==> src/osc_pkg.sv <==
/*
 output sync and status pin control: shared constants.
 assumes a 32-bit serial word with a 4-bit register address in its low bits.
*/
// Notes on behaviour
// - sync happens only while sync enable set
// - enable rising edge fires sync on non-exempt outputs
// - exempt bits 20..25 keep outputs running
// - participating outputs held low during sync
// - new delay applied only by sync, not exempt; here setting exempt on a held output also pulses its delay load
// - setting exempt bit keeps existing phase alignment
// - sync pin output select: low or readback
// - qualified sync waits for feedback output edge
// - polarity bit inverts input; toggling makes sync
// - auto sync on writes to regs 0..5 at latch fall
// - sync pin io type field selects direction, drive
// - sync pin as output forces internal input low
// - lock pin select picks status signal
// - lock pin io type sets polarity, drive style
// - forced sync until chosen loop reports lock
// - tracking bit makes dac follow, count readable; count is sampled but not read back here
// - holdover mode code 1 off, 2 on
// - holdover pin select shares lock encoding
// - holdover pin io type sets drive style
package osc_pkg;
   // ----------------------------------------
   // register addresses
   // ----------------------------------------
   localparam logic [3:0] OSC_ADDR_SYNC = 4'h000b;
   localparam logic [3:0] OSC_ADDR_LOCK = 4'h000c;
   localparam logic [3:0] OSC_ADDR_HOLD = 4'h000d;
   localparam logic [3:0] OSC_ADDR_DLY_LAST = 4'h0005;
   localparam int OSC_ADDR_W = 4;
   // ----------------------------------------
   // field positions
   // ----------------------------------------
   localparam int OSC_EN_SYNC_BIT = 26;
   localparam int OSC_EXEMPT_LSB = 20;
   localparam int OSC_SMUX_LSB = 18;
   localparam int OSC_QUAL_BIT = 17;
   localparam int OSC_POL_BIT = 16;
   localparam int OSC_AUTO_BIT = 15;
   localparam int OSC_TYPE_LSB = 12;
   localparam int OSC_PMUX_LSB = 27;
   localparam int OSC_PTYPE_LSB = 24;
   localparam int OSC_F2_BIT = 23;
   localparam int OSC_F1_BIT = 22;
   localparam int OSC_TRACK_BIT = 8;
   localparam int OSC_HMODE_LSB = 6;
   localparam int OSC_NUM_OUT = 6;
   // ----------------------------------------
   // reset values: only sync enable is on
   // ----------------------------------------
   localparam logic [31:0] OSC_SYNC_RST = 32'h0400_0000;
   localparam logic [31:0] OSC_ZERO_RST = 32'h0000_0000;
   // ----------------------------------------
   // codes
   // ----------------------------------------
   localparam logic [1:0] OSC_SMUX_READBACK = 2'h3;
   localparam logic [2:0] OSC_IO_PP = 3'h3;
   localparam logic [2:0] OSC_IO_PP_INV = 3'h4;
   localparam logic [2:0] OSC_IO_OSRC = 3'h5;
   localparam logic [2:0] OSC_IO_ODRN = 3'h6;
   localparam logic [1:0] OSC_HOLD_OFF = 2'h1;
   localparam logic [1:0] OSC_HOLD_ON = 2'h2;
   localparam logic [4:0] OSC_SEL_MAX = 5'h12;
endpackage

==> src/osc_pin_drv.sv <==
/*
 status pin driver: selects a status signal and shapes polarity and drive.
 assumes all select inputs are on the same clock.
*/
`timescale 1ns/100ps
module osc_pin_drv
   import osc_pkg::*;
(
   input wire logic i_ref_clk,
   input wire logic i_rst,
   input wire logic [4:0] i_sel,
   input wire logic [2:0] i_io_type,
   input wire logic [18:0] i_src,
   output logic o_pin,
   output logic o_pin_oe
);
   // ----------------------------------------
   // selection
   // ----------------------------------------
   wire logic sel_ok = (i_sel <= OSC_SEL_MAX);
   wire logic raw = sel_ok ? i_src[i_sel] : 1'b0;
   wire logic inv = (i_io_type == OSC_IO_PP_INV);
   wire logic lvl = raw ^ inv;
   wire logic is_out = (i_io_type >= OSC_IO_PP) && (i_io_type <= OSC_IO_ODRN);
   // open source drives only high, open drain only low
   wire logic oe_d = is_out && !((i_io_type == OSC_IO_OSRC) && !lvl)
                     && !((i_io_type == OSC_IO_ODRN) && lvl);
   always_ff @(posedge i_ref_clk) begin
      if (i_rst) begin
         o_pin <= 1'b0;
         o_pin_oe <= 1'b0;
      end else begin
         o_pin <= lvl;
         o_pin_oe <= oe_d;
      end
   end
endmodule

==> src/osc_sync_ctrl.sv <==
/*
 sync and status control: serial register port, sync generation,
 per-output hold-low and delay load, lock and holdover pins.
 assumes serial pins come from outside and get three-stage sampling.
*/
`timescale 1ns/100ps
module osc_sync_ctrl
   import osc_pkg::*;
#(
   parameter int NUM_OUT = OSC_NUM_OUT,
   parameter int DAC_W = 10
)
(
   input wire logic i_ref_clk,
   input wire logic i_rst,
   input wire logic i_ser_clk,
   input wire logic i_ser_data,
   input wire logic i_serial_latch_enable_pin,
   output logic o_ser_readback,
   input wire logic i_sync_pin,
   output logic o_sync_pin,
   output logic o_sync_pin_oe,
   input wire logic [NUM_OUT-1:0] i_out_clk,
   input wire logic [2:0] i_fb_sel,
   input wire logic i_loop1_lock,
   input wire logic i_loop2_lock,
   input wire logic i_holdover_active,
   input wire logic i_dac_locked,
   input wire logic i_dac_rail,
   input wire logic i_dac_low,
   input wire logic i_dac_high,
   input wire logic [5:0] i_div_mon,
   input wire logic [DAC_W-1:0] i_dac_count_value,
   output logic [NUM_OUT-1:0] o_out_hold_low,
   output logic [NUM_OUT-1:0] o_delay_load,
   output logic o_dac_track,
   output logic o_holdover_en,
   output logic o_lock_status_pin,
   output logic o_lock_status_pin_oe,
   output logic o_hold_status_pin,
   output logic o_hold_status_pin_oe
);
   initial begin
      if (NUM_OUT != OSC_NUM_OUT) $error("only six outputs are served");
      if (DAC_W < 1 || DAC_W > 32) $error("dac width out of range");
   end
   // ----------------------------------------
   // pin sampling, change counts when stages 2 and 3 agree
   // ----------------------------------------
   logic [2:0] sck_q, sdi_q, le_q, spin_q;
   logic sck_s_q, le_s_q, sdi_s_q, spin_s_q;
   always_ff @(posedge i_ref_clk) begin
      if (i_rst) begin
         sck_q <= 3'h0;
         sdi_q <= 3'h0;
         le_q <= 3'h0;
         spin_q <= 3'h0;
      end else begin
         sck_q <= {sck_q[1:0], i_ser_clk};
         sdi_q <= {sdi_q[1:0], i_ser_data};
         le_q <= {le_q[1:0], i_serial_latch_enable_pin};
         spin_q <= {spin_q[1:0], i_sync_pin};
      end
   end
   always_ff @(posedge i_ref_clk) begin
      if (i_rst) begin
         sck_s_q <= 1'b0;
         le_s_q <= 1'b0;
         sdi_s_q <= 1'b0;
         spin_s_q <= 1'b0;
      end else begin
         if (sck_q[1] == sck_q[2]) sck_s_q <= sck_q[2];
         if (le_q[1] == le_q[2]) le_s_q <= le_q[2];
         if (sdi_q[1] == sdi_q[2]) sdi_s_q <= sdi_q[2];
         if (spin_q[1] == spin_q[2]) spin_s_q <= spin_q[2];
      end
   end
   wire logic sck_rise = (sck_q[1] == sck_q[2]) && sck_q[2] && !sck_s_q;
   wire logic le_rise = (le_q[1] == le_q[2]) && le_q[2] && !le_s_q;
   wire logic le_fall = (le_q[1] == le_q[2]) && !le_q[2] && le_s_q;
   // ----------------------------------------
   // serial shift and latch
   // ----------------------------------------
   logic [31:0] shift_q;
   logic [31:0] sync_reg_q, lock_reg_q, hold_reg_q;
   logic dly_wr_q;
   always_ff @(posedge i_ref_clk) begin
      if (i_rst) shift_q <= 32'h0000_0000;
      else if (sck_rise) shift_q <= {shift_q[30:0], sdi_s_q};
   end
   wire logic [OSC_ADDR_W-1:0] addr = shift_q[OSC_ADDR_W-1:0];
   wire logic wr_sync = le_rise && (addr == OSC_ADDR_SYNC);
   wire logic wr_lock = le_rise && (addr == OSC_ADDR_LOCK);
   wire logic wr_hold = le_rise && (addr == OSC_ADDR_HOLD);
   wire logic wr_dly = le_rise && (addr <= OSC_ADDR_DLY_LAST);
   always_ff @(posedge i_ref_clk) begin
      if (i_rst) begin
         sync_reg_q <= OSC_SYNC_RST;
         lock_reg_q <= OSC_ZERO_RST;
         hold_reg_q <= OSC_ZERO_RST;
         dly_wr_q <= 1'b0;
      end else begin
         if (wr_sync) sync_reg_q <= shift_q;
         if (wr_lock) lock_reg_q <= shift_q;
         if (wr_hold) hold_reg_q <= shift_q;
         // armed at latch rise, fired at latch fall
         if (wr_dly) dly_wr_q <= 1'b1;
         else if (le_fall) dly_wr_q <= 1'b0;
      end
   end
   // ----------------------------------------
   // field decode
   // ----------------------------------------
   wire logic en_sync = sync_reg_q[OSC_EN_SYNC_BIT];
   wire logic [NUM_OUT-1:0] exempt = sync_reg_q[OSC_EXEMPT_LSB +: NUM_OUT];
   wire logic [1:0] smux = sync_reg_q[OSC_SMUX_LSB +: 2];
   wire logic qual = sync_reg_q[OSC_QUAL_BIT];
   wire logic pol_inv = sync_reg_q[OSC_POL_BIT];
   wire logic auto_sync = sync_reg_q[OSC_AUTO_BIT];
   wire logic [2:0] stype = sync_reg_q[OSC_TYPE_LSB +: 3];
   wire logic force2 = lock_reg_q[OSC_F2_BIT];
   wire logic force1 = lock_reg_q[OSC_F1_BIT];
   wire logic [1:0] hmode = lock_reg_q[OSC_HMODE_LSB +: 2];
   wire logic spin_out = (stype >= OSC_IO_PP) && (stype <= OSC_IO_ODRN);
   // ----------------------------------------
   // sync source
   // ----------------------------------------
   wire logic pin_in = spin_out ? 1'b0 : spin_s_q;
   wire logic pin_sync = pin_in ^ pol_inv;
   wire logic force_sync = (force1 && !i_loop1_lock) || (force2 && !i_loop2_lock);
   logic en_q, pol_q, pulse_q;
   always_ff @(posedge i_ref_clk) begin
      if (i_rst) begin
         en_q <= 1'b1;
         pol_q <= 1'b0;
         pulse_q <= 1'b0;
      end else begin
         en_q <= en_sync;
         pol_q <= pol_inv;
         // one-cycle event pulses from register edges and auto sync
         pulse_q <= (en_sync && !en_q) || (pol_inv != pol_q)
                    || (auto_sync && dly_wr_q && le_fall);
      end
   end
   wire logic sync_req = en_sync && (pin_sync || force_sync || pulse_q);
   // ----------------------------------------
   // qualification by feedback output edge
   // ----------------------------------------
   logic [NUM_OUT-1:0] fb_d1_q, fb_d2_q;
   always_ff @(posedge i_ref_clk) begin
      if (i_rst) begin
         fb_d1_q <= '0;
         fb_d2_q <= '0;
      end else begin
         fb_d1_q <= i_out_clk;
         fb_d2_q <= fb_d1_q;
      end
   end
   wire logic fb_ok = (i_fb_sel < 3'(NUM_OUT));
   wire logic fb_cur = fb_ok ? fb_d2_q[i_fb_sel] : 1'b0;
   logic fb_prev_q, sync_q;
   always_ff @(posedge i_ref_clk) begin
      if (i_rst) fb_prev_q <= 1'b0;
      else fb_prev_q <= fb_cur;
   end
   // qualified sync changes only on a falling edge of the chosen output
   wire logic fb_fall = fb_prev_q && !fb_cur;
   always_ff @(posedge i_ref_clk) begin
      if (i_rst) sync_q <= 1'b0;
      else if (!qual || fb_fall) sync_q <= sync_req;
   end
   // ----------------------------------------
   // per-output hold and delay load
   // ----------------------------------------
   genvar g;
   generate
      for (g = 0; g < NUM_OUT; g++) begin : g_out
         always_ff @(posedge i_ref_clk) begin
            if (i_rst) begin
               o_out_hold_low[g] <= 1'b0;
               o_delay_load[g] <= 1'b0;
            end else begin
               // exempt output never stops; setting exempt releases a held output next cycle
               o_out_hold_low[g] <= sync_q && !exempt[g];
               o_delay_load[g] <= o_out_hold_low[g] && !(sync_q && !exempt[g]);
            end
         end
      end
   endgenerate
   // ----------------------------------------
   // sync pin output
   // ----------------------------------------
   logic rb_q;
   always_ff @(posedge i_ref_clk) begin
      if (i_rst) rb_q <= 1'b0;
      else if (le_rise) rb_q <= shift_q[31];
      else if (sck_rise) rb_q <= shift_q[30];
   end
   wire logic smux_val = (smux == OSC_SMUX_READBACK) ? rb_q : 1'b0;
   wire logic [18:0] sync_src = {18'h0_0000, smux_val};
   osc_pin_drv u_sync_drv (
      .i_ref_clk(i_ref_clk),
      .i_rst(i_rst),
      .i_sel(5'h00),
      .i_io_type(stype),
      .i_src(sync_src),
      .o_pin(o_sync_pin),
      .o_pin_oe(o_sync_pin_oe)
   );
   // ----------------------------------------
   // status pins
   // ----------------------------------------
   wire logic [18:0] stat_src = {i_div_mon[5], i_div_mon[5], i_div_mon[4], i_div_mon[4],
      i_div_mon[3], i_div_mon[2], i_div_mon[1], i_div_mon[0], i_dac_high, i_dac_low,
      i_dac_rail, rb_q, 1'b0, i_dac_locked, i_holdover_active,
      i_loop1_lock && i_loop2_lock, i_loop2_lock, i_loop1_lock, 1'b0};
   osc_pin_drv u_lock_drv (
      .i_ref_clk(i_ref_clk),
      .i_rst(i_rst),
      .i_sel(lock_reg_q[OSC_PMUX_LSB +: 5]),
      .i_io_type(lock_reg_q[OSC_PTYPE_LSB +: 3]),
      .i_src(stat_src),
      .o_pin(o_lock_status_pin),
      .o_pin_oe(o_lock_status_pin_oe)
   );
   osc_pin_drv u_hold_drv (
      .i_ref_clk(i_ref_clk),
      .i_rst(i_rst),
      .i_sel(hold_reg_q[OSC_PMUX_LSB +: 5]),
      .i_io_type(hold_reg_q[OSC_PTYPE_LSB +: 3]),
      .i_src(stat_src),
      .o_pin(o_hold_status_pin),
      .o_pin_oe(o_hold_status_pin_oe)
   );
   // ----------------------------------------
   // dac and holdover; count sampled but not read back
   // ----------------------------------------
   logic [DAC_W-1:0] dac_count_value_q;
   always_ff @(posedge i_ref_clk) begin
      if (i_rst) begin
         o_dac_track <= 1'b0;
         o_holdover_en <= 1'b0;
         dac_count_value_q <= '0;
         o_ser_readback <= 1'b0;
      end else begin
         o_dac_track <= lock_reg_q[OSC_TRACK_BIT];
         dac_count_value_q <= i_dac_count_value;
         // reserved codes keep the previous state
         if (hmode == OSC_HOLD_ON) o_holdover_en <= 1'b1;
         else if (hmode == OSC_HOLD_OFF) o_holdover_en <= 1'b0;
         o_ser_readback <= rb_q;
      end
   end
endmodule

==> config.mk <==
export PLATFORM = sky130hd
export DESIGN_NAME = osc_sync_ctrl
export DESIGN_NICKNAME = d
export VERILOG_FILES = /design/src/osc_pkg.sv /design/src/osc_pin_drv.sv /design/src/osc_sync_ctrl.sv
export SDC_FILE = /design/constraint.sdc
export NUM_CORES = 1
export LEC_CHECK = 0
export BUFFER_PORTS_ARGS = -buffer_cell sky130_fd_sc_hd__buf_2
export CORE_UTILIZATION = 35
export CTS_BUF_LIST = sky130_fd_sc_hd__clkbuf_16
export CTS_CLUSTER_SIZE = 14
export DETAILED_ROUTE_END_ITERATION = 6
export GPL_TIMING_DRIVEN = 0
export HOLD_SLACK_MARGIN = 0.02
export SLEW_MARGIN = 20
export SYNTH_ARGS = -nofsm -noshare
export SYNTH_HDL_FRONTEND = slang
export SYNTH_SLANG_ARGS = --single-unit
==> constraint.sdc <==
create_clock -name i_ref_clk -period 2.85 [get_ports i_ref_clk]
set_clock_uncertainty 0.2 [all_clocks]
set_input_delay 0.57 -clock i_ref_clk [delete_from_list [all_inputs] [get_ports i_ref_clk]]
set_output_delay 0.57 -clock i_ref_clk [all_outputs]
set_load 0.005 [all_outputs]
==> results of run 1 <==
synth_stat cells, types with 2 or more instances:
| master | instances | area [um2] |
|---|---|---|
| nor2_1 | 56 | 210 |
| mux4_2 | 3 | 67.6 |
| clkbuf_1 | 17 | 63.8 |
| buf_1 | 5 | 18.8 |
| nand2_1 | 75 | 282 |
| or2_2 | 2 | 12.5 |
| nor3_1 | 2 | 10.0 |
| ha_1 | 4 | 50.1 |
| nor2b_1 | 39 | 244 |
| mux2i_1 | 41 | 410 |
| nand3b_1 | 4 | 30.0 |
| and2_1 | 2 | 12.5 |
| nand2b_1 | 8 | 50.1 |
| inv_1 | 10 | 37.5 |
| a311oi_1 | 2 | 17.5 |
| mux2_2 | 4 | 45.0 |
| xor2_1 | 2 | 17.5 |
| nand3_1 | 5 | 25.0 |
| mux4_1 | 2 | 52.6 |
| dfxtp_1 | 124 | 2480 |
| a22oi_1 | 3 | 22.5 |
| o21ai_0 | 5 | 25.0 |
| o211ai_1 | 4 | 30.0 |
| a221oi_1 | 2 | 17.5 |
| buf_2 | 7 | 35.0 |
| a21oi_1 | 41 | 205 |
| or4_1 | 2 | 15.0 |
| nor3b_1 | 9 | 67.6 |
sequential cells by signal (all words and copies together), names as in the netlist, 3 cells and up:
name and flops:
sck_q 3, lock_reg_q 13, shift_q 32, sync_reg_q 15, spin_q 3, sdi_q 3, le_q 3, o_delay_load 6
hold_reg_q 8, fb_d1_q 6, o_out_hold_low 6, fb_d2_q 6
layout make-up:
type	instances	area (um2)	area share (%)
repair buffers	48	240	4.10
plain buffers	30	129	2.20
well taps	176	220	3.76
clock inverters	15	246	4.21
multi-input cells	334	2080	35.4
clock buffers	17	425	7.26
flip-flops and latches	124	2480	42.4
inverters	10	37.5	0.641
power by group through the flow:
stage	combinational [mW]	sequential, mW	clock (mW)
finish	0.0968	1.76	2.42
global route	0.108	1.76	2.55
detailed placement	0.0984	1.79	0
floorplan	0.0544	1.79	0
CTS	0.0991	1.76	2.46
global placement	0.0962	1.79	0
stage by stage:
stage / total power, mW / std cells
5_1_grt: 4.41 / 754
6_report: 4.27 / 754
3_3_place_gp: 1.89 / 722
3_5_place_dp: 1.89 / 722
2_1_floorplan: 1.85 / 498
4_1_cts: 4.32 / 754
routing by layer:
layer	wire length, um	share of wire, %
met3	480	4.8
met1	4600	46
met2	4780	47
met4	220	2.2
met5	0	0
kinds of logic after synthesis:
| group | after synthesis | share of synthesized area (%) |
|---|---|---|
| AO/OA/AOI/OAI | 71 | 9.51 |
| XOR/XNOR | 3 | 0.556 |
| AND/OR/NAND/NOR | 206 | 20.6 |
| multiplexers | 50 | 12.2 |
| flip-flops | 124 | 52.5 |
| buffers and inverters | 40 | 3.52 |
| adder cells (fa/ha/maj) | 4 | 1.06 |
cell usage in the layout (no fill, tap or decap), types with 3 or more instances in the layout:
master	n
a21oi_1	41
a22oi_1	3
buf_1	5
buf_2	55
bufinv_16	6
clkbuf_1	17
clkbuf_16	17
clkinv_2	3
clkinv_4	5
dfxtp_1	124
ha_1	4
inv_1	10
mux2_2	4
mux2i_1	41
mux4_2	3
nand2_1	75
nand2b_1	8
nand3_1	5
nand3b_1	4
nor2_1	56
nor2b_1	39
nor3b_1	9
o211ai_1	4
o21ai_0	5
path summary, 6_finish.rpt:
| kind | from | to | slack (ns) | cells after the start |
|---|---|---|---|---|
| setup reg to reg | le_q[2] | lock_reg_q[28] | 0.64 | 8 |
| hold reg to reg | fb_d1_q[5] | fb_d2_q[5] | 0.23 | 1 |
| setup / recovery | i_rst | lock_reg_q[6] | 0.64 | 5 |
| hold / removal | i_sync_pin | spin_q[0] | 0.16 | 2 |
==> results.tsv, run 1 <==
metric	value	unit
synth_flop_cell	dfxtp_1	
relSlewSlack	56.0	%
period_needed	2.21	ns
area_delta_synth_final	24.0	%
cp-start-kind	input port	
antenna_found_initial	0	
path_common_cell	clkbuf_1	
grt_use_met1	18.4	%
place_ws	0.136	ns
timing.hold.ws	0.157	ns
postRouteAntennaNets	0	
async_reset_ff_share	0	%
cts-buffers-inserted	17	
path_max_fanout	10	
pwr-share-seq	41.1	%
synth_fp_nets	540	
yosysSeqAreaShare	52.5	%
clock_sinks	124	
switching_share	19.7	%
ys.warnings.count	0	
wl_per_cell	13.4	um
routed_wl	10100	um
switchingPower	0.842	mW
finalHoldViolations	0	
cts_tree	done	
synth_cells	498	
synth-edff-count	0	
hold_path.class	in -> reg	
place_congestion	0.792	
cp.arrival	2.29	ns
clock_path_buffers	2	
drv_slew	0	
grt_pass1_wl	17000	um
max_stage_delay	0.57	ns
synth.avg_cell_area	9.49	um2
maxCapViolations	0	
combPwrFrac	2.3	%
n_antenna_cell	0	
fin_ws	0.636	ns
crit_chain	buf_2 > clkbuf_1 > clkbuf_1 > clkbuf_1 > nor2_1	
netlist_area	0.00472	mm2
dpl-instance-area	0.00518	mm2
vias	3593	
finalNetCount	607	
rsz0062_at_grt	no	
cts_hold_buf	0	
cts_max_level	4	
path_buf_inv	4	
die_w	118	um
ir_drop	0.000504	V
fin_area	0.00586	mm2
use_met3	4.73	%
status	completed	
clock_latency	0.42	ns
drive_gt1_share	17.5	%
crit_path_top_delay_cell	clkbuf_1	
clock-root-buffer	clkbuf_16	
intPower	3.43	mW
max_slew.worst_pin.slew	0.661	ns
cts_setup_buffers	0	
synthDistinctLibCells	46	
grt-busiest-layer	met2	
worstSetupEndpointType	register	
drcViolationCount	0	
io_buffer_count	48	
path_clk_slew	0.05	ns
period_share	77.7	%
grtUsageTotal	15.8	%
crit_required	2.92	ns
cts_resized	0	
dr.pass1.iters	5	
setup_viol	0	
place_hpwl	7010	um
use_met2	26.3	%
initial_core_util	35.8	%
critPathTopFamily	buffers and inverters	
crit_type	in -> reg	
grt_pass1_vias	3526	
gr-total-overflow	0	
via_per_inst	4.77	
io_pins	59	
die-area	0.0140	mm2
clkPwrFrac	56.6	%
p_per_area	729	mW/mm2
p_leak	2.34	nW
setup_tns	0	ns
post-route-util	44.4	%
ys_ff_latch	124	
core-area	0.0132	mm2
max_freq	452	MHz
die_height	118	um
grt_max_degree	17	
drtIter0Drc	191	
fillers	1260	
std_cell_rows	42	
(Power assumes the default switching activity.)
==> run 2: changes to the inputs <==
Clock period 2.85 ns to 2.06 ns, I/O delays scaled along.
==> run 2 against run 1 <==
Net effect: worst setup slack got worse by 0.58 ns; critical path depth unchanged; clock-buffer cell count is the same; global-route usage increased by 0.24 points; via count up 2.1%; clock power up 38%; die area is the same; sequential share of layout area is 1.5 points lower; final area up 3.9%; hold slack worse by 0.0065 ns; final cell count grew 1.9%; largest power group unchanged; utilization grew 1.7 points.
==> results.tsv, run 2 (synthesis gave the netlist of run 1 again) <==
metric	value	unit	change
n_antenna_cell	0		unchanged
worstSetupEndpointType	register		
clock_path_buffers	2		unchanged
p_leak	2.43	nW	+3.6%
final_cell_mix	122 x dfxtp_1, 74 x nand2_1, 55 x nor2_1		
period_share	97.2	%	
die-area	0.0140	mm2	unchanged
post-route-util	46.1	%	+1.7 points
die_height	118	um	unchanged
clock_latency	0.42	ns	about the same
antenna_found_initial	0		unchanged
core-area	0.0132	mm2	unchanged
max_slew.worst_pin.slew	0.584	ns	-0.0767 ns
drtIter0Drc	190		-0.52%
largest_reg_flops	32		unchanged
drv_slew	0		unchanged
regMostFlops	shift_q		
clock_sinks	124		unchanged
grt_pass1_wl	17200	um	+1.5%
ir_drop	0.000697	V	+38%
reg_top3	shift_q x32, sync_reg_q x15, lock_reg_q x13		
path_max_fanout	3		-7
finalHoldViolations	0		unchanged
std_cell_rows	42		unchanged
cts_tree	done		
place_congestion	0.792		unchanged
io_pins	59		unchanged
dpl-instance-area	0.00518	mm2	unchanged
fillers	1246		-1.1%
dr.pass1.iters	4		-1
drcViolationCount	0		unchanged
setup_viol	0		unchanged
drive_gt1_share	20.8	%	+3.3 points
crit_required	2.19	ns	-0.73 ns
path_clk_slew	0.05	ns	about the same
grt_pass1_vias	3581		+1.6%
finalNetCount	621		+2.3%
wl_per_cell	13.4	um	+0.47%
p_per_area	974	mW/mm2	+34%
grtUsageTotal	16.0	%	+0.24 points
rsz0062_at_grt	yes		
period_needed	2.00	ns	
io_buffer_count	48		unchanged
clock-root-buffer	clkbuf_16		
status	completed		
max_freq	500	MHz	
vias	3667		+2.1%
area_delta_synth_final	28.8	%	
cp-start-kind	register		
routed_wl	10300	um	+2.3%
final_common_cell	dfxtp_1		
fin_area	0.00608	mm2	+3.9%
grt_max_degree	17		unchanged
cts_max_level	4		unchanged
relSlewSlack	61.1	%	+5.1 points
initial_core_util	35.8	%	unchanged
maxCapViolations	0		unchanged
gr-total-overflow	0		unchanged
crit_type	reg -> reg		
cp.arrival	2.13	ns	-0.16 ns
hold_path.class	in -> reg		
p_total	5.92	mW	+39%
cts-buffers-inserted	17		unchanged
via_per_inst	4.77		+0.20%
postRouteAntennaNets	0		unchanged
die_w	118	um	unchanged
place_hpwl	7010	um	unchanged
-- run 2: path summary, 6_finish.rpt --
check,slack (ns),to,depth (start not counted),from
setup / recovery,0.06,u_lock_drv.o_pin_oe,5,lock_reg_q[27]
hold / removal,0.15,fb_prev_q,4,i_fb_sel[1]
setup reg to reg,0.06,u_lock_drv.o_pin_oe,5,lock_reg_q[27]
hold reg to reg,0.23,fb_d2_q[5],1,fb_d1_q[5]
-- run 2: power breakdown --
part / internal, mW / total [mW] / switching, mW
combinational: 0.0695 / 0.154 / 0.0847
clock: 2.27 / 3.34 / 1.07
sequential: 2.42 / 2.43 / 0.00700
-- run 2: repair_timing --
action / 4_1_cts / 5_1_grt
endpoints found under the setup margin: 26 / 41
hold endpoints to repair: 10 / 0
hold buffers: 10 / 0
cloned: 0 / 0
resized for setup: 14 / 23
setup buffers: 1 / 5
pin swaps: 3 / 12
-- run 2: layout make-up --
class	instances	area, um2	share of cell area (%)
Sequential cell	124	2490	40.9
Multi-Input combinational cell	334	2130	35.0
Clock buffer	17	425	6.99
Timing Repair Buffer	64	389	6.40
Clock inverter	15	246	4.05
Tap cell	176	220	3.62
Buffer	28	148	2.43
Inverter	10	37.5	0.617
-- run 2: routing by layer --
metal / up-vias / global-route usage (%) / part of all wire, %
met3: 11 / 4.78 / 4.2
li1: 1844 / - / -
met2: 87 / 27.0 / 49
met4: 0 / 7.77 / 1.6
met1: 1725 / 18.5 / 45
met5: - / 0 / 0
-- run 2: through the flow --
stage	hold WS [ns]	setup TNS, ns	std cells	worst slack [ns]
6_report	0.151	0	768	0.0582
5_1_grt	0.196	-0.0650	768	-0.0373
4_1_cts	0.143	0	764	0.0175
3_5_place_dp	0.225	-15.92	722	-0.496
3_3_place_gp	0.222	-15.08	722	-0.431
2_1_floorplan	0.213	0	498	0.0639
-- run 2: critical path, stage by stage, from the launching register on --
cell and delay (ns):
dfxtp_4 0.36, mux4_2 0.50, mux2i_2 0.20, nor2_2 0.08, or4_1 0.47, o211ai_1 0.11
==> run 3: changes to the inputs <==
Settings changed: CELL_PAD_IN_SITES_DETAIL_PLACEMENT set to 0, CELL_PAD_IN_SITES_GLOBAL_PLACEMENT set to 2, PLACE_DENSITY_LB_ADDON set to 0.1.
==> run 3 against run 2 <==
Net effect: global-route usage up 0.61 points; register-to-register slack about the same; fmax down 0.29%; non-clock buffer count down 1; critical path depth up 1; utilization down 1.1 points; die area unchanged; first-iteration DRC count down 2.1%; final area down 2.4%; combinational power about the same; power down 10%; critical path type unchanged.
==> results.tsv, run 3 (synthesis gave the netlist of run 1 again) <==
metric	value	unit	change
cp-start-kind	register		
path_clk_slew	0.05	ns	about the same
fin_ws	0.0524	ns	-0.00582 ns
via_per_inst	4.69		-1.7%
final_common_cell	dfxtp_1		
die_w	118	um	unchanged
drtIter0Drc	186		-2.1%
antenna_found_initial	0		unchanged
grtUsageTotal	16.6	%	+0.61 points
initial_core_util	35.8	%	unchanged
io_buffer_count	48		unchanged
drive_gt1_share	19.5	%	-1.3 points
postRouteAntennaNets	0		unchanged
die_height	118	um	unchanged
p_total	5.33	mW	-10%
clock-root-buffer	clkbuf_16		
crit_chain	buf_6 > mux4_2 > mux2i_1 > nor2_1 > o21ai_1 > mux2_2		
core-area	0.0132	mm2	unchanged
critPathTopFamily	multiplexers		
largest_reg_flops	32		unchanged
grt_pass1_vias	3529		-1.5%
io_pins	59		unchanged
max_freq	498	MHz	-0.29%
clock_sinks	124		unchanged
crit_type	reg -> reg		
final_cell_mix	123 x dfxtp_1, 75 x nand2_1, 55 x nor2_1		
max_slew.worst_pin.slew	0.567	ns	-0.0171 ns
crit_path_top_delay_cell	mux4_2		
drv_slew	0		unchanged
vias	3589		-2.1%
cts-buffers-inserted	17		unchanged
path_max_fanout	3		unchanged
relSlewSlack	62.2	%	+1.1 points
dr.pass1.iters	4		unchanged
hold_path.class	in -> reg		
cts_max_level	4		unchanged
period_needed	2.01	ns	+0.00582 ns
status	completed		
worstSetupEndpointType	register		
p_leak	2.38	nW	-1.9%
wl_per_cell	13.9	um	+3.2%
std_cell_rows	42		unchanged
ir_drop	0.000585	V	-16%
place_hpwl	7350	um	+4.8%
area_delta_synth_final	25.7	%	
gr-total-overflow	0		unchanged
clock_path_buffers	2		unchanged
finalHoldViolations	0		unchanged
routed_wl	10600	um	+2.8%
crit_required	2.15	ns	-0.04 ns
n_antenna_cell	0		unchanged
die-area	0.0140	mm2	unchanged
worst_r2r_path_depth	6		+1
maxCapViolations	0		unchanged
path_buf_inv	1		+1
grt_pass1_wl	17700	um	+3.0%
regMostFlops	shift_q		
cp.depth	6		+1
place_congestion	0.758		-4.3%
cts_tree	done		
min_path_cells	2		-2
setup_viol	0		unchanged
rsz0062_at_grt	yes		
place_ws	-0.471	ns	+0.0249 ns
max_stage_delay	0.48	ns	-0.02 ns
finalNetCount	620		-0.16%
grt_max_degree	17		unchanged
drcViolationCount	0		unchanged
p_per_area	897	mW/mm2	-7.9%
cp.arrival	2.09	ns	-0.04 ns
clock_latency	0.41	ns	about the same
fillers	1321		+6.0%
reg_top3	shift_q x32, sync_reg_q x15, lock_reg_q x13		
setup_tns	0	ns	unchanged
period_share	97.5	%	+0.28 points
run 3: report_power, final:
part	switching, mW	internal, mW
logic	0.0844	0.0672
registers	0.00691	2.42
clock network	1.02	1.73
total	1.11	4.22
run 3: final timing paths:
check | startpoint | to | slack [ns]
worst max-delay path | lock_reg_q[27] | u_lock_drv.o_pin | 0.05
worst min-delay path | i_out_clk[4] | fb_d1_q[4] | 0.03
worst max register to register | lock_reg_q[27] | u_lock_drv.o_pin | 0.05
worst min register to register | sdi_q[0] | sdi_q[1] | 0.23
run 3: area by class of cell:
| class | count | area [um2] | area share (%) |
|---|---|---|---|
| clock inverter | 13 | 113 | 1.90 |
| buffer | 29 | 163 | 2.74 |
| sequential | 124 | 2480 | 41.8 |
| timing repair buffer | 62 | 365 | 6.15 |
| clock buffer | 17 | 425 | 7.17 |
| tap | 176 | 220 | 3.71 |
| inverter | 10 | 37.5 | 0.632 |
| multi-input combinational | 334 | 2130 | 35.9 |
run 3: timing repair:
action / CTS / global route
setup buffers: 4 / 2
resized for setup: 15 / 25
hold buffers: 8 / 0
pin swaps: 2 / 7
endpoints found under the setup margin: 35 / 47
endpoints found under the hold margin: 8 / 0
run 3: routing by layer:
layer  part of all wire, %  wire (um)  up-vias  track usage (%)
met3                   3.8        402        9             5.31
met1                    47       5030     1674             20.3
met2                    48       5060       63             27.1
met5                     0          0        -                0
met4                   1.2        123        0             6.49
li1                      -          -     1843                -
run 3: per-stage QoR:
| step | cell area, um2 | cells | hold slack (ns) | utilization [%] |
|---|---|---|---|---|
| CTS | 5870 | 763 | 0.0222 | 44.5 |
| global route | 5940 | 765 | 0.0565 | 45.0 |
| detailed placement | 5180 | 722 | 0.225 | 39.3 |
| finish | 5940 | 765 | 0.0315 | 45.0 |
| global placement | 5180 | 722 | 0.224 | 39.3 |
| floorplan | 4720 | 498 | 0.213 | - |
